==> src/exec_pkg.sv <==
package exec_pkg;
    // register offsets on the bus (byte addresses)
    localparam logic [7:0] A_CMD   = 8'h00;
    localparam logic [7:0] A_OPND  = 8'h04;
    localparam logic [7:0] A_PC    = 8'h08;
    localparam logic [7:0] A_FLAGS = 8'h0C;
    localparam logic [7:0] A_COUNT = 8'h10;
    localparam logic [7:0] A_SRC   = 8'h14;
    localparam logic [7:0] A_DST   = 8'h18;
    localparam logic [7:0] A_GPR   = 8'h1C;
    localparam logic [7:0] A_STAT  = 8'h20;
    localparam logic [7:0] A_EXC   = 8'h24;

    // instruction codes in the command register
    localparam logic [3:0] OP_BCOND    = 4'h0;
    localparam logic [3:0] OP_JUMP     = 4'h1;
    localparam logic [3:0] OP_CALL_ABS = 4'h2;
    localparam logic [3:0] OP_CALL_REL = 4'h3;
    localparam logic [3:0] OP_RETURN   = 4'h4;
    localparam logic [3:0] OP_EXC_RET  = 4'h5;
    localparam logic [3:0] OP_SLEEP    = 4'h6;
    localparam logic [3:0] OP_LDFLAGS  = 4'h7;
    localparam logic [3:0] OP_STFLAGS  = 4'h8;
    localparam logic [3:0] OP_ANDF     = 4'h9;
    localparam logic [3:0] OP_ORF      = 4'hA;
    localparam logic [3:0] OP_XORF     = 4'hB;
    localparam logic [3:0] OP_NOP      = 4'hC;
    localparam logic [3:0] OP_BLKMOVE  = 4'hD;

    // branch condition codes
    localparam logic [3:0] COND_ALWAYS     = 4'h0;
    localparam logic [3:0] COND_NEVER      = 4'h1;
    localparam logic [3:0] COND_HIGHER     = 4'h2;
    localparam logic [3:0] COND_LOWER_SAME = 4'h3;
    localparam logic [3:0] COND_C_CLR      = 4'h4;
    localparam logic [3:0] COND_C_SET      = 4'h5;
    localparam logic [3:0] COND_Z_CLR      = 4'h6;
    localparam logic [3:0] COND_Z_SET      = 4'h7;
    localparam logic [3:0] COND_V_CLR      = 4'h8;
    localparam logic [3:0] COND_V_SET      = 4'h9;
    localparam logic [3:0] COND_N_CLR      = 4'hA;
    localparam logic [3:0] COND_N_SET      = 4'hB;
    localparam logic [3:0] COND_GE         = 4'hC;
    localparam logic [3:0] COND_LT         = 4'hD;
    localparam logic [3:0] COND_GT         = 4'hE;
    localparam logic [3:0] COND_LE         = 4'hF;

    // flag bit positions, status bits
    localparam int FLG_C     = 0;
    localparam int FLG_V     = 1;
    localparam int FLG_Z     = 2;
    localparam int FLG_N     = 3;
    localparam int ST_BUSY   = 0;
    localparam int ST_SLEEP  = 1;

    // reset values and sizes
    localparam logic [15:0] PC_RST    = 16'h0000;
    localparam logic [7:0]  FLAGS_RST = 8'h00;
    localparam logic [15:0] INSN_STEP = 16'h0002;
    localparam logic [7:0]  COUNT_ONE = 8'h01;
    localparam int          SP_W      = 3;

    // command word layout
    typedef struct packed {
        logic [7:0] rsv_hi;
        logic [7:0] imm;
        logic [2:0] rsv_mid;
        logic       from_reg;
        logic [3:0] cond;
        logic [3:0] rsv_lo;
        logic [3:0] op;
    } cmd_t;

    // byte memory request
    typedef struct packed {
        logic        rd;
        logic        wr;
        logic [15:0] addr;
        logic [7:0]  wdata;
    } mem_req_t;

    typedef enum logic [1:0] {MV_IDLE, MV_READ, MV_WAIT, MV_WRITE} mv_state_t;
endpackage

==> src/branch_sysctl_blockmove_exec.sv <==
`timescale 1ns/1ns
// Summary of operation
// RULE1 - condition 0000 always, 0001 never, 0010/0011 on C or Z, 0100/0101 on C
// RULE2 - conditions 0110/0111 test Z, 1000/1001 test V, 1010/1011 test N
// RULE3 - conditions 1100/1101 test N xor V, 1110/1111 test Z or (N xor V)
// RULE4 - absolute jump loads the program counter with the operand unconditionally
// RULE5 - absolute call pushes the return point then jumps to the operand
// RULE6 - relative call pushes the return point then jumps by signed displacement
// RULE7 - subroutine return pops the last pushed return point into the program counter
// RULE8 - exception return restores saved program counter and flags and resumes
// RULE9 - power-down instruction stops execution and enters the power-down state
// RULE10 - load-flags writes immediate or general register byte into the flags
// RULE11 - store-flags copies the whole flags byte into the general register
// RULE12 - flags-and replaces flags with flags AND immediate
// RULE13 - flags-or replaces flags with flags OR immediate
// RULE14 - flags-xor replaces flags with flags XOR immediate
// RULE15 - no-operation only advances the program counter by 2
// RULE16 - block move copies bytes, post-increments pointers, counts down; zero moves none
// RULE17 - count from low byte of register 4, source register 5, destination register 6
// RULE18 - next instruction waits for the block move, then starts at once; the code drops a command written while busy
// RULE19 - software keeps destination plus count at or below FFFF, no wrap
// RULE20 - in sleep the core halts, registers kept, other modules keep running
module branch_sysctl_blockmove_exec
    import exec_pkg::*;
(
    // clock and reset
    input  wire logic        REF_CLK,
    input  wire logic        RESETN,
    // wishbone slave
    input  wire logic        WB_CYC_I,
    input  wire logic        WB_STB_I,
    input  wire logic        WB_WE_I,
    input  wire logic [7:0]  WB_ADR_I,
    input  wire logic [3:0]  WB_SEL_I,
    input  wire logic [31:0] WB_DAT_I,
    output logic      [31:0] WB_DAT_O,
    output logic             WB_ACK_O,
    // byte memory for block moves
    output logic      [15:0] MEM_ADDR,
    output logic             MEM_RD,
    output logic             MEM_WR,
    output logic      [7:0]  MEM_WDATA,
    input  wire logic [7:0]  MEM_RDATA,
    // power state
    output logic             SLEEPING
);

    logic            rst_meta_q;
    logic            rst_n_q;
    logic            ack_q;
    logic [31:0]     rdat_q;
    logic [15:0]     pc_q;
    logic [7:0]      flags_q;
    logic [15:0]     opnd_q;
    logic [7:0]      count_q;
    logic [15:0]     src_q;
    logic [15:0]     dst_q;
    logic [7:0]      gpr_q;
    logic [23:0]     exc_q;
    logic            sleep_q;
    logic [SP_W-1:0] sp_q;
    logic [15:0]     ret_stack_q [2**SP_W];
    mv_state_t       mv_q;
    mem_req_t        mem_q;
    logic            req;
    logic            wr_fire;
    logic            busy;
    logic            cmd_fire;
    cmd_t            cmd;
    logic [15:0]     next_pc;
    logic [15:0]     rel_pc;
    logic            taken;

    // reset release through two flops
    always_ff @(posedge REF_CLK or negedge RESETN) begin
        if (!RESETN) begin
            rst_meta_q <= 1'b0;
            rst_n_q    <= 1'b0;
        end else begin
            rst_meta_q <= 1'b1;
            rst_n_q    <= rst_meta_q;
        end
    end

    // branch condition evaluation
    function automatic logic cond_true(input logic [3:0] code, input logic [7:0] f);
        logic c;
        logic v;
        logic z;
        logic n;
        c = f[FLG_C];
        v = f[FLG_V];
        z = f[FLG_Z];
        n = f[FLG_N];
        unique case (code)
            COND_ALWAYS:     cond_true = 1'b1;               // RULE1
            COND_NEVER:      cond_true = 1'b0;               // RULE1
            COND_HIGHER:     cond_true = !(c | z);           // RULE1
            COND_LOWER_SAME: cond_true = c | z;              // RULE1
            COND_C_CLR:      cond_true = !c;                 // RULE1
            COND_C_SET:      cond_true = c;                  // RULE1
            COND_Z_CLR:      cond_true = !z;                 // RULE2
            COND_Z_SET:      cond_true = z;                  // RULE2
            COND_V_CLR:      cond_true = !v;                 // RULE2
            COND_V_SET:      cond_true = v;                  // RULE2
            COND_N_CLR:      cond_true = !n;                 // RULE2
            COND_N_SET:      cond_true = n;                  // RULE2
            COND_GE:         cond_true = !(n ^ v);           // RULE3
            COND_LT:         cond_true = n ^ v;              // RULE3
            COND_GT:         cond_true = !(z | (n ^ v));     // RULE3
            COND_LE:         cond_true = z | (n ^ v);        // RULE3
        endcase
    endfunction

    // byte-lane merge for 16-bit registers
    function automatic logic [15:0] merge16(input logic [15:0] old, input logic [31:0] d,
                                            input logic [3:0] sel);
        merge16 = {sel[1] ? d[15:8] : old[15:8], sel[0] ? d[7:0] : old[7:0]};
    endfunction

    // bus request decode and instruction launch
    assign req      = WB_CYC_I & WB_STB_I;
    assign wr_fire  = req & WB_WE_I & ack_q;
    assign busy     = (mv_q != MV_IDLE);
    assign cmd      = cmd_t'(WB_DAT_I);
    assign cmd_fire = wr_fire && (WB_ADR_I == A_CMD) && WB_SEL_I[0] && !busy && !sleep_q; // RULE18
    assign next_pc  = pc_q + INSN_STEP;
    assign rel_pc   = next_pc + opnd_q;
    assign taken    = cond_true(cmd.cond, flags_q);

    // wishbone acknowledge, one wait state
    always_ff @(posedge REF_CLK or negedge rst_n_q) begin
        if (!rst_n_q) begin
            ack_q <= 1'b0;
        end else begin
            ack_q <= req & !ack_q;
        end
    end

    // read data, captured with the acknowledge
    always_ff @(posedge REF_CLK or negedge rst_n_q) begin
        if (!rst_n_q) begin
            rdat_q <= 32'h0000_0000;
        end else if (req && !ack_q) begin
            unique case (WB_ADR_I)
                A_OPND:  rdat_q <= {16'h0000, opnd_q};
                A_PC:    rdat_q <= {16'h0000, pc_q};
                A_FLAGS: rdat_q <= {24'h00_0000, flags_q};
                A_COUNT: rdat_q <= {24'h00_0000, count_q};
                A_SRC:   rdat_q <= {16'h0000, src_q};
                A_DST:   rdat_q <= {16'h0000, dst_q};
                A_GPR:   rdat_q <= {24'h00_0000, gpr_q};
                A_STAT:  rdat_q <= {30'h0000_0000, sleep_q, busy};
                A_EXC:   rdat_q <= {8'h00, exc_q};
                default: rdat_q <= 32'h0000_0000;
            endcase
        end
    end

    // operand and exception save registers
    always_ff @(posedge REF_CLK or negedge rst_n_q) begin
        if (!rst_n_q) begin
            opnd_q <= 16'h0000;
            exc_q  <= 24'h00_0000;
        end else if (wr_fire) begin
            if (WB_ADR_I == A_OPND) begin
                opnd_q <= merge16(opnd_q, WB_DAT_I, WB_SEL_I);
            end
            if (WB_ADR_I == A_EXC) begin
                exc_q[15:0] <= merge16(exc_q[15:0], WB_DAT_I, WB_SEL_I);
                if (WB_SEL_I[2]) begin
                    exc_q[23:16] <= WB_DAT_I[23:16];
                end
            end
        end
    end

    // program counter
    always_ff @(posedge REF_CLK or negedge rst_n_q) begin
        if (!rst_n_q) begin
            pc_q <= PC_RST;
        end else if (cmd_fire) begin
            unique case (cmd.op)
                OP_BCOND:    pc_q <= taken ? rel_pc : next_pc;
                OP_JUMP:     pc_q <= opnd_q;                          // RULE4
                OP_CALL_ABS: pc_q <= opnd_q;                          // RULE5
                OP_CALL_REL: pc_q <= rel_pc;                          // RULE6
                OP_RETURN:   pc_q <= ret_stack_q[sp_q - 1'b1];        // RULE7
                OP_EXC_RET:  pc_q <= exc_q[15:0];                     // RULE8
                OP_NOP:      pc_q <= next_pc;                         // RULE15
                default:     pc_q <= next_pc;
            endcase
        end else if (wr_fire && WB_ADR_I == A_PC && !busy) begin
            pc_q <= merge16(pc_q, WB_DAT_I, WB_SEL_I);
        end
    end

    // return stack for subroutine calls
    always_ff @(posedge REF_CLK or negedge rst_n_q) begin
        if (!rst_n_q) begin
            sp_q <= '0;
        end else if (cmd_fire && (cmd.op == OP_CALL_ABS || cmd.op == OP_CALL_REL)) begin
            sp_q <= sp_q + 1'b1;                                      // RULE5 RULE6
        end else if (cmd_fire && cmd.op == OP_RETURN) begin
            sp_q <= sp_q - 1'b1;                                      // RULE7
        end
    end

    // stack storage, written on calls only
    always_ff @(posedge REF_CLK) begin
        if (cmd_fire && (cmd.op == OP_CALL_ABS || cmd.op == OP_CALL_REL)) begin
            ret_stack_q[sp_q] <= next_pc;                             // RULE5 RULE6
        end
    end

    // flags register
    always_ff @(posedge REF_CLK or negedge rst_n_q) begin
        if (!rst_n_q) begin
            flags_q <= FLAGS_RST;
        end else if (cmd_fire) begin
            unique case (cmd.op)
                OP_EXC_RET: flags_q <= exc_q[23:16];                  // RULE8
                OP_LDFLAGS: flags_q <= cmd.from_reg ? gpr_q : cmd.imm; // RULE10
                OP_ANDF:    flags_q <= flags_q & cmd.imm;             // RULE12
                OP_ORF:     flags_q <= flags_q | cmd.imm;             // RULE13
                OP_XORF:    flags_q <= flags_q ^ cmd.imm;             // RULE14
                default:    flags_q <= flags_q;
            endcase
        end else if (wr_fire && WB_ADR_I == A_FLAGS && WB_SEL_I[0] && !busy) begin
            flags_q <= WB_DAT_I[7:0];
        end
    end

    // general register used by flag load and store
    always_ff @(posedge REF_CLK or negedge rst_n_q) begin
        if (!rst_n_q) begin
            gpr_q <= 8'h00;
        end else if (cmd_fire && cmd.op == OP_STFLAGS) begin
            gpr_q <= flags_q;                                         // RULE11
        end else if (wr_fire && WB_ADR_I == A_GPR && WB_SEL_I[0]) begin
            gpr_q <= WB_DAT_I[7:0];
        end
    end

    // power-down state; core halts but registers and bus stay alive
    always_ff @(posedge REF_CLK or negedge rst_n_q) begin
        if (!rst_n_q) begin
            sleep_q <= 1'b0;
        end else if (cmd_fire && cmd.op == OP_SLEEP) begin
            sleep_q <= 1'b1;                                          // RULE9 RULE20
        end else if (wr_fire && WB_ADR_I == A_STAT && WB_SEL_I[0] && !WB_DAT_I[ST_SLEEP]) begin
            sleep_q <= 1'b0;
        end
    end

    // block move sequencer
    always_ff @(posedge REF_CLK or negedge rst_n_q) begin
        if (!rst_n_q) begin
            mv_q <= MV_IDLE;
        end else begin
            unique case (mv_q)
                MV_IDLE:  if (cmd_fire && cmd.op == OP_BLKMOVE && count_q != 8'h00) begin
                    mv_q <= MV_READ;                                  // RULE16
                end
                MV_READ:  mv_q <= MV_WAIT;
                MV_WAIT:  mv_q <= MV_WRITE;
                MV_WRITE: mv_q <= (count_q == COUNT_ONE) ? MV_IDLE : MV_READ; // RULE16 RULE18
            endcase
        end
    end

    // block move count and pointers
    always_ff @(posedge REF_CLK or negedge rst_n_q) begin
        if (!rst_n_q) begin
            count_q <= 8'h00;
            src_q   <= 16'h0000;
            dst_q   <= 16'h0000;
        end else if (mv_q == MV_WRITE) begin
            count_q <= count_q - COUNT_ONE;                           // RULE16
            src_q   <= src_q + 16'h0001;                              // RULE16
            dst_q   <= dst_q + 16'h0001;                              // RULE16 RULE19
        end else if (wr_fire && !busy) begin
            if (WB_ADR_I == A_COUNT && WB_SEL_I[0]) begin
                count_q <= WB_DAT_I[7:0];                             // RULE17
            end
            if (WB_ADR_I == A_SRC) begin
                src_q <= merge16(src_q, WB_DAT_I, WB_SEL_I);          // RULE17
            end
            if (WB_ADR_I == A_DST) begin
                dst_q <= merge16(dst_q, WB_DAT_I, WB_SEL_I);          // RULE17
            end
        end
    end

    // memory strobes, one cycle each
    always_ff @(posedge REF_CLK or negedge rst_n_q) begin
        if (!rst_n_q) begin
            mem_q <= '0;
        end else begin
            mem_q.rd <= 1'b0;
            mem_q.wr <= 1'b0;
            if (mv_q == MV_READ) begin
                mem_q.rd   <= 1'b1;
                mem_q.addr <= src_q;                                  // RULE16
            end else if (mv_q == MV_WRITE) begin
                mem_q.wr    <= 1'b1;
                mem_q.addr  <= dst_q;                                 // RULE16
                mem_q.wdata <= MEM_RDATA;
            end
        end
    end

    // outputs
    assign WB_DAT_O  = rdat_q;
    assign WB_ACK_O  = ack_q;
    assign MEM_ADDR  = mem_q.addr;
    assign MEM_RD    = mem_q.rd;
    assign MEM_WR    = mem_q.wr;
    assign MEM_WDATA = mem_q.wdata;
    assign SLEEPING  = sleep_q;

endmodule

==> config.mk <==
export PLATFORM = sky130hd
export DESIGN_NAME = branch_sysctl_blockmove_exec
export DESIGN_NICKNAME = d
export VERILOG_FILES = /design/src/exec_pkg.sv /design/src/branch_sysctl_blockmove_exec.sv
export SDC_FILE = /design/constraint.sdc
export NUM_CORES = 1
export LEC_CHECK = 0
export ABC_AREA = 1
export CAP_MARGIN = 20
export CORE_MARGIN = 2
export CORE_UTILIZATION = 43
export CTS_CLUSTER_SIZE = 30
export DETAILED_ROUTE_END_ITERATION = 6
export DONT_BUFFER_PORTS = 1
export GPL_TIMING_DRIVEN = 0
export MAX_ROUTING_LAYER = met4
export PLACE_DENSITY = 0.6
export SETUP_SLACK_MARGIN = 0.05
export SYNTH_ARGS = -nofsm -noshare
export SYNTH_HDL_FRONTEND = slang
export SYNTH_SLANG_ARGS = --single-unit
export TNS_END_PERCENT = 100
==> constraint.sdc <==
create_clock -name REF_CLK -period 13.96 [get_ports REF_CLK]
set_clock_uncertainty 0.05 [all_clocks]
set_input_delay 0.698 -clock REF_CLK [delete_from_list [all_inputs] [get_ports REF_CLK]]
set_output_delay 0.698 -clock REF_CLK [all_outputs]
set_load 0.02 [all_outputs]
## After elaboration in Yosys (flattened, before gate mapping)

Memory sizes are Yosys's and may differ from the RTL's.
Index checks and enable logic that the tools add are counted.

- Add/subtract/negate cells: 7
- Equality and inequality tests: 42
- Multiplexer cells: 36
- Bitwise gates (word level): 11
- Reduce and logical (&&, ||, !) cells: 70

Operators by type and width:

| cell | number |
|---|---|
| case mux 24 bit (9 select lines) | 1 |
| two-way mux 16 bit | 10 |
| two-way mux 8 bit | 10 |
| case mux 16 bit (5 select lines) | 1 |
| equality test 4 bit (second input constant) | 13 |
| case mux 8 bit (5 select lines) | 1 |
| adder 16 x 1 -> 16 bit (second input constant) | 2 |
| equality test 4 x 3 -> 1 bit (second input constant) | 8 |
| equality test 8 x 5 -> 1 bit (second input constant) | 4 |
| nonzero test 2 bit | 15 |
| AND reduction 3 bit | 9 |
| two-way mux 25 bit | 1 |
| logical AND 1 bit | 23 |
| adder 16 bit | 1 |
| adder 16 x 2 -> 16 bit (second input constant) | 1 |
| equality test 4 x 2 -> 1 bit (second input constant) | 4 |
| equality test 8 x 4 -> 1 bit (second input constant) | 2 |
| equality test 8 x 6 -> 1 bit (second input constant) | 2 |
| case mux 1 bit (16 select lines) | 1 |
| zero test 1 bit | 11 |
| AND reduction 2 bit | 5 |
| AND 8 bit | 1 |
| equality test 4 x 1 -> 1 bit (second input constant) | 2 |
| equality test 8 x 1 -> 1 bit (second input constant) | 1 |
| 24 further kinds | 37 |

- Register bits after elaboration: 179
- Memory bits (writable): 128
- Input port bits: 57
- Memories kept: 1

Memories:

| name | depth | width | read ports | clocked after memory_dff | wr ports | RTL line | source |
|---|---|---|---|---|---|---|---|
| ret_stack_q | 8 | 16 | 1 | 0 | 1 | branch_sysctl_blockmove_exec.sv:62 | `logic [15:0] ret_stack_q [2**SP_W];` |

## Logic depth before layout (Yosys ltp)

Gate-level depths: netlist (run 1).

- Depth in word-level cells: 11
- Mapped depth: 20
- Gate-level depth less buffers: 20

## Worst setup path before layout (run 1)

No wires, ideal clock.

- Path type: input port to flip-flop
- Start point: in WB_ADR_I[7]
- End point: mem ret_stack_q[1][0], enable pin
- Setup time: 0.409 ns
- Arrival: 2.810 ns
- Slack: 10.690 ns
- Stages on the path: 10
- Buffers on the path: 1
- Cells stage by stage: nor2_2 nand3_2 nor3_4 nand2_4 inv_6 buf_8 nand3_2 inv_2 nand2_2 nor3_1

- Word-level cells in the longest chain between the ends: 8

RTL lines:

| item | RTL line | source |
|---|---|---|
| start: declaration | branch_sysctl_blockmove_exec.sv:33 | `input wire logic [7:0] WB_ADR_I,` |
| zero test 8 bit | branch_sysctl_blockmove_exec.sv:126 | `assign cmd_fire = wr_fire && (WB_ADR_I == A_CMD) && WB_SEL_I[0] && !busy && !sleep_q;` |
| logical AND 1 bit (4 in series) | branch_sysctl_blockmove_exec.sv:126 |  |
| logical AND 1 bit | branch_sysctl_blockmove_exec.sv:211 | `if (cmd_fire && (cmd.op == OP_CALL_ABS \|\| cmd.op == OP_CALL_REL)) begin` |
| two-way mux 1 bit | branch_sysctl_blockmove_exec.sv:211 |  |
| two-way mux 1 bit (not written as such) | branch_sysctl_blockmove_exec.sv:212 | `ret_stack_q[sp_q] <= next_pc;` |
| end: declaration | branch_sysctl_blockmove_exec.sv:62 |  |

No other way between the ends.

## Worst setup path in the final report (run 1)

- Start point: reg pc_q[2]
- End point: reg pc_q[14]

- Word-level cells in the longest chain between the ends: 5

RTL lines:

| item | RTL line | source |
|---|---|---|
| start: declaration | branch_sysctl_blockmove_exec.sv:52 | `logic [15:0] pc_q;` |
| start signal: assignment | branch_sysctl_blockmove_exec.sv:184 | `OP_BCOND: pc_q <= taken ? rel_pc : next_pc;` |
| start signal: assignment | branch_sysctl_blockmove_exec.sv:185 | `OP_JUMP: pc_q <= opnd_q;` |
| start signal: assignment | branch_sysctl_blockmove_exec.sv:186 | `OP_CALL_ABS: pc_q <= opnd_q;` |
| adder 16 x 2 -> 16 bit (*) | branch_sysctl_blockmove_exec.sv:127 | `assign next_pc = pc_q + INSN_STEP;` |
| via next_pc[3] | branch_sysctl_blockmove_exec.sv:70 | `logic [15:0] next_pc;` |
| adder 16 bit (*) | branch_sysctl_blockmove_exec.sv:128 | `assign rel_pc = next_pc + opnd_q;` |
| two-way mux 16 bit | branch_sysctl_blockmove_exec.sv:184 |  |
| case mux 16 bit (5 select lines) (*) | branch_sysctl_blockmove_exec.sv:183 | `unique case (cmd.op)` |
| two-way mux 16 bit (*) | branch_sysctl_blockmove_exec.sv:182 | `end else if (cmd_fire) begin` |

The timed path passes the listed nets; every way through them passes the cells marked *.
A chain may end at the register's enable or synchronous reset.

==> impl_metrics.ini, run 1 <==
[floorplanning]
die_w_um = 199.5
core_area_mm2 = 0.03767
fp.dieH_um = 199.5
die_area_mm2 = 0.03979
num_rows = 71
io_pins = 117
start_util_pct = 43.63

[hold_path]
min_path_type = in2reg

[global_routing]
use_met1_pct = 37.72
grt_max_degree = 67
grt_pass1_vias = 14007
globalRouteOverflowTotal = 0
grt_pass1_wl_um = 84770
met2_usage_pct = 47.79
busiest_layer = met2
grt_use_total_pct = 29.35
grt_antenna_before_repair = 0
met3_usage_pct = 4.793

[pwr]
power_density_mw_per_mm2 = 137.5
p_leak_nw = 8.215
ir_drop_v = 0.0001294

[clocking]
clockRootBuffer = clkbuf_16
cts_tree = yes
clk_pin_slew_ns = 0.06
clockBufferDepth = 3
hold_buffers = 1
cts.sinks = 299
post_cts_resized = 0
clock_latency_ns = 0.54
htreeDepth = 2
cts_setup_buffers = 0
cts_made_buffers = 36

[routing]
drt_iter0_drc = 1296
vias = 14290
ant_nets = 0
first_pass_iters = 7
wl_per_cell_um = 21.65
drt-total-wl_um = 55340
drc = 0
viasPerCell = 5.591

[synth]
syn_inst = 1958
async_flop_share_pct = 57.19
synth-seq-cells = 299
yosysSeqAreaShare_pct = 49.43
synth-edff-count = 128
synthFlopType = dfrtp_1
synthDistinctLibCells = 59
synth_top_area_share_pct = 26.04
yosys.area.top_type = dfrtp_1
synth_area_mm2 = 0.01643
synth_most_common_cell = nand2_1
synth.area.top_cells = dfrtp_1, edfxtp_1, nand2_1
syn_area_per_cell_um2 = 8.392
synthTopCellsByCount = nand2_1, nor2_1, o21ai_0
synth_warnings = 0

[place]
io_buffers = 0
dpl_cell_area_mm2 = 0.01735
gp_congestion = 0.9604
hpwlAfterDp_um = 42140
place_ws_ns = 10.44

[timing]
tns_ns = 0
setup_violations = 0
rsz0062_at_grt = false
finalHoldViolCount = 0
max_slew_margin_pct = 28.60
period_share_pct = 25.53
timing.final.ws_setup_ns = 10.40
worst_pin_slew_ns = 1.067
slew_viol_final = 0
layout_min_cycle_time_ns = 3.564
fmax_mhz = 280.6

[critical_path]
cp.arrival_ns = 3.97
crit_slowest_cell = xor2_1
worstPathRequired_ns = 14.37
crit_path_max_incr_delay_ns = 0.86
cp_common_cell = nand2_1
cp_max_fo = 10
worstPathBufferInverterCount = 0
cp-start-kind = flip-flop
path_cells = ha_1 -> xor2_1 -> ha_1 -> a21oi_1 -> o21ai_0 -> nand2_1 -> nand2_1 -> nand2_1 -> nand2_1 -> nand2_1 -> nand2_1 -> o21bai_1 -> nand2_1 -> a21oi_1
path_class = reg2reg
worstSetupEndpointType = flip-flop
critPathTopFamily = XOR/XNOR gates

[cells_and_area]
area_delta_synth_final_pct = 12.75
finalInstanceArea_mm2 = 0.01853
fill_cells = 3647
antenna_cells = 0
nNetsFinal = 2120
multi_input_area_mm2 = 0.007177
layout-drive-gt1-share_pct = 9.389
ff_latch_area_mm2 = 0.008127
utilization_pct = 49.19

[outcome]
outcome = finished clean

[run]
cap_violations = 0
-- metrics by stage --
stage                     std cells  hold slack (ns)  total power [mW]
after global routing           2556           0.2156             2.671
after detailed placement       2491           0.2886             1.624
after global placement         2476           0.2863             1.610
after CTS                      2556           0.2059             2.559
after floorplan                1965           0.2812             1.467
final                          2556           0.2225             2.547
-- sequential cells by signal (all words and copies together), names as in the netlist, 2 cells and up --
signal / count
MEM_ADDR: 16
MEM_WDATA: 8
WB_DAT_O: 24
count_q: 8
dst_q: 16
exc_q: 24
flags_q: 8
gpr_q: 8
mv_q: 2
opnd_q: 16
pc_q: 16
ret_stack_q: 128
sp_q: 3
src_q: 16
-- placed cells by master (no fill, tap or decap), types with 27 or more instances in the layout --
| cell | netlist | routed |
|---|---|---|
| edfxtp_1 | 128 | 128 |
| nand2_1 | 433 | 433 |
| clkbuf_1 | 28 | 35 |
| clkbuf_16 | 0 | 37 |
| o211ai_1 | 29 | 29 |
| o22ai_1 | 27 | 27 |
| dfrtp_1 | 171 | 170 |
| ha_1 | 43 | 43 |
| nor2_1 | 243 | 243 |
| nand3_1 | 81 | 81 |
| a21oi_1 | 79 | 79 |
| inv_1 | 191 | 191 |
| o21ai_0 | 198 | 198 |
-- cells by family (layout without fill, tap and decap cells) --
| group | after synthesis | count (layout) | synth area share [%] |
|---|---|---|---|
| AO/OA/AOI/OAI | 455 | 455 | 16.24 |
| XOR/XNOR | 27 | 27 | 1.485 |
| AND/OR/NAND/NOR | 848 | 848 | 22.10 |
| flip-flops | 299 | 299 | 49.43 |
| adder cells (fa/ha/maj) | 44 | 44 | 3.396 |
| buffers and inverters | 283 | 363 | 7.295 |
| other | 2 | 9 | 0.04570 |
-- worst reg2reg max path: cells and delay by family, from the launching register on --
family / cells / cell delay, ns
xor gates and xnor gates: 1 / 0.86
DFF: 1 / 0.53
AOI/OAI and AO/OA: 4 / 0.68
and+or+nand+nor: 7 / 0.56
adders and majority gates: 2 / 0.79
-- cell type report --
class / count / share of cell area [%]
flip-flops and latches: 299 / 43.86
multi-input cells: 1383 / 38.74
clock buffers: 47 / 5.362
inverters: 211 / 4.316
well taps: 511 / 3.451
plain buffers: 72 / 2.154
repair buffers: 16 / 1.202
clock inverters: 17 / 0.9117
-- final timing paths --
| check | slack (ns) | from | depth (start not counted) | to |
|---|---|---|---|---|
| max | 10.40 | pc_q[2] | 14 | pc_q[14] |
| min | 0.22 | MEM_RDATA[5] | 2 | MEM_WDATA[5] |
| max reg2reg | 10.40 | pc_q[2] | 14 | pc_q[14] |
| min reg2reg | 0.30 | rst_meta_q | 0 | rst_n_q |
| max in group asynchronous | 12.71 | rst_n_q | 1 | sp_q[2] |
| min in group asynchronous | 0.34 | RESETN | 1 | rst_n_q |
-- metal layers --
metal | up-vias | share of wire (%)
li1 | 6742 | -
met1 | 6933 | 42
met2 | 515 | 48
met3 | 100 | 7.3
met4 | 0 | 2.6
met5 | - | 0
-- power by group --
| group | internal, mW | total [mW] | switching [mW] |
|---|---|---|---|
| clock | 0.557 | 0.932 | 0.374 |
| combinational | 0.145 | 0.461 | 0.316 |
| sequential | 1.01 | 1.15 | 0.147 |
| total | 1.71 | 2.55 | 0.837 |
No activity file was read; power rests on OpenSTA's default activity.
==> inputs of run 2 (changes only) <==
--- a/config.mk
+++ b/config.mk
@@ -14,7 +14,7 @@
 export DONT_BUFFER_PORTS = 1
 export GPL_TIMING_DRIVEN = 0
 export MAX_ROUTING_LAYER = met4
-export PLACE_DENSITY = 0.6
+export PLACE_DENSITY = 0.62
 export SETUP_SLACK_MARGIN = 0.05
 export SYNTH_ARGS = -nofsm -noshare
 export SYNTH_HDL_FRONTEND = slang
==> constraint.sdc (replaced) <==
create_clock -name REF_CLK -period 3.04 [get_ports REF_CLK]
set_clock_uncertainty 0.05 [all_clocks]
set_input_delay 0.152 -clock REF_CLK [delete_from_list [all_inputs] [get_ports REF_CLK]]
set_output_delay 0.152 -clock REF_CLK [all_outputs]
set_load 0.02 [all_outputs]
==> run 2 against run 1 <==
Against the previous run:
- global-route usage is 0.79 points lower
- largest power group unchanged
- routed wire length down 1.3%
- worst setup slack lost 10 ns
- sequential share of layout area fell by 1.8 points
- worst hold slack got worse by 0.20 ns
- count of clock-buffer cells in the layout is 1 higher
- design area rose by 4.5%
- critical path depth decreased by 2
- sequential cell count is the same
- cell count grew 2.3%
- largest cell class unchanged
- first-iteration DRC count increased by 6.3%
==> impl_metrics.ini, run 2 (synthesized netlist as in run 1, its figures left out) <==
[critical_path]
path_class = reg2reg
cp.arrival_ns = 3.10
rr_worst_depth = 12
crit_path_max_incr_delay_ns = 0.49
path_cells = nand4_2 -> inv_2 -> nand2_2 -> nor2_4 -> nand2_4 -> inv_6 -> buf_8 -> nand3_2 -> inv_2 -> nand2_2 -> nor3_4 -> buf_6
cp_max_fo = 10
rr_endpoint = ret_stack_q[1][15]
cp-start-kind = flip-flop
rr_startpoint = WB_ACK_O
worstSetupEndpointType = flip-flop
crit_slowest_cell = dfrtp_1
reg2reg_slack_ns = 0.14
worstPathRequired_ns = 3.25

[routing]
wl_per_cell_um = 20.89
first_pass_iters = 7
ant_nets = 0
drt_iter0_drc = 1378
drc = 0
vias = 14564
viasPerCell = 5.569
drt-total-wl_um = 54630

[pwr]
internal_power_mw = 7.866
p_comb_share_pct = 18.4
power_frac_seq_pct = 45.1
ir_drop_v = 0.0005994
power_density_mw_per_mm2 = 608.3
p_switching_mw = 3.912
p_sw_share_pct = 33.21
p_leak_nw = 8.534
power_frac_clock_pct = 36.5

[timing]
max_slew_margin_pct = 51.13
slew_viol_final = 0
fmax_mhz = 345.2
finalHoldViolCount = 0
timing.final.ws_setup_ns = 0.1430
fin_hold_ws_ns = 0.01994
rsz0062_at_grt = true
setup_violations = 0
worst_pin_slew_ns = 0.7297
period_share_pct = 95.30
layout_min_cycle_time_ns = 2.897
tns_ns = 0

[place]
gp_congestion = 1.003
dp_cells = 2487
hpwlAfterDp_um = 40590
io_buffers = 0
place_ws_ns = -0.5451

[cells_and_area]
ff_latch_area_mm2 = 0.008139
largest_register = ret_stack_q
final_cells = 2615
layout_commonest_cell = nand2_1
final_cell_mix = nand2_1, nor2_1, o21ai_0
area_delta_synth_final_pct = 17.84
layout-drive-gt1-share_pct = 11.98
largest_reg_flops = 128
multi_input_area_mm2 = 0.007410
fill_cells = 3546
nNetsFinal = 2180
antenna_cells = 0

[clocking]
cts_made_buffers = 35
cts.sinks = 299
clock_latency_ns = 0.56
clk_pin_slew_ns = 0.06
clockRootBuffer = clkbuf_16
clockBufferDepth = 3
htreeDepth = 2
cts_tree = yes

[global_routing]
grt_pass1_vias = 13970
grt_antenna_before_repair = 0
grt_max_degree = 46
grt_use_total_pct = 28.56
grt_pass1_wl_um = 82720
globalRouteOverflowTotal = 0

[floorplanning]
fp.dieH_um = 199.5
die_w_um = 199.5
core_area_mm2 = 0.03767
io_pins = 117
num_rows = 71
start_util_pct = 43.63
die_area_mm2 = 0.03979

[outcome]
outcome = finished clean

[hold_path]
min_path_type = in2reg
hp-start = WB_SEL_I[1]
hold_end = exc_q[15]
whs_path_depth = 5

[run]
cap_violations = 0
run 2: power by group through the flow:
stage / Clock (mW) / Combinational [mW] / Sequential, mW
after floorplan: 0 / 1.50 / 5.24
after global placement: 0 / 1.98 / 5.39
after detailed placement: 0 / 2.08 / 5.37
after CTS: 4.35 / 2.15 / 5.30
after global routing: 4.51 / 2.42 / 5.36
final: 4.30 / 2.17 / 5.31
run 2: metal layers:
metal  vias up  wire length [um]  track usage (%)
met5         -                 0                -
met4         0              1547            9.328
met3       107              4350            5.063
met2       604             26270            46.51
met1      6980             22460            36.17
li1       6873                 -                -
run 2: worst max path at each step:
stage                                     to  slack [ns]      from  cells past startpoint
after floorplan            ret_stack_q[5][0]       -0.02   mv_q[0]                     11
after global placement    ret_stack_q[7][10]       -1.51  WB_ACK_O                     11
after detailed placement            pc_q[14]       -0.55   pc_q[1]                     14
after CTS                  ret_stack_q[7][1]       -0.17  WB_ACK_O                     12
after global routing                 pc_q[5]       0.002   sp_q[0]                     15
final                     ret_stack_q[1][15]        0.14  WB_ACK_O                     12
run 2: critical path, delay by kind of cell (launching register included):
family / cells / cell delay (ns)
AND/OR/NAND/NOR: 7 / 1.29
buffers and inverters: 5 / 0.75
flip-flops: 1 / 0.49
run 2: per-stage QoR:
| stage | util, % | power (mW) | area [um2] |
|---|---|---|---|
| 6_report | 51.41 | 11.78 | 19360 |
| 5_1_grt | 51.41 | 12.29 | 19360 |
| 4_1_cts | 50.66 | 11.80 | 19080 |
| 3_5_place_dp | 45.97 | 7.449 | 17310 |
| 3_3_place_gp | 45.40 | 7.373 | 17100 |
| 2_1_floorplan | - | 6.736 | 16460 |
run 2: repair_timing:
action	4_1_cts	5_1_grt
endpoints found under the setup margin	124	89
resized for setup	26	37
buffers inserted	4	20
pin swaps	4	7
hold endpoints to repair	107	0
hold buffers	43	0
run 2: layout make-up:
class	instances	area share (%)
well taps	511	3.302
repair buffers	78	4.174
inverters	211	4.148
flip-flops and latches	299	42.03
clock inverters	14	0.8594
plain buffers	71	2.126
clock buffers	48	5.092
multi-input cells	1383	38.27
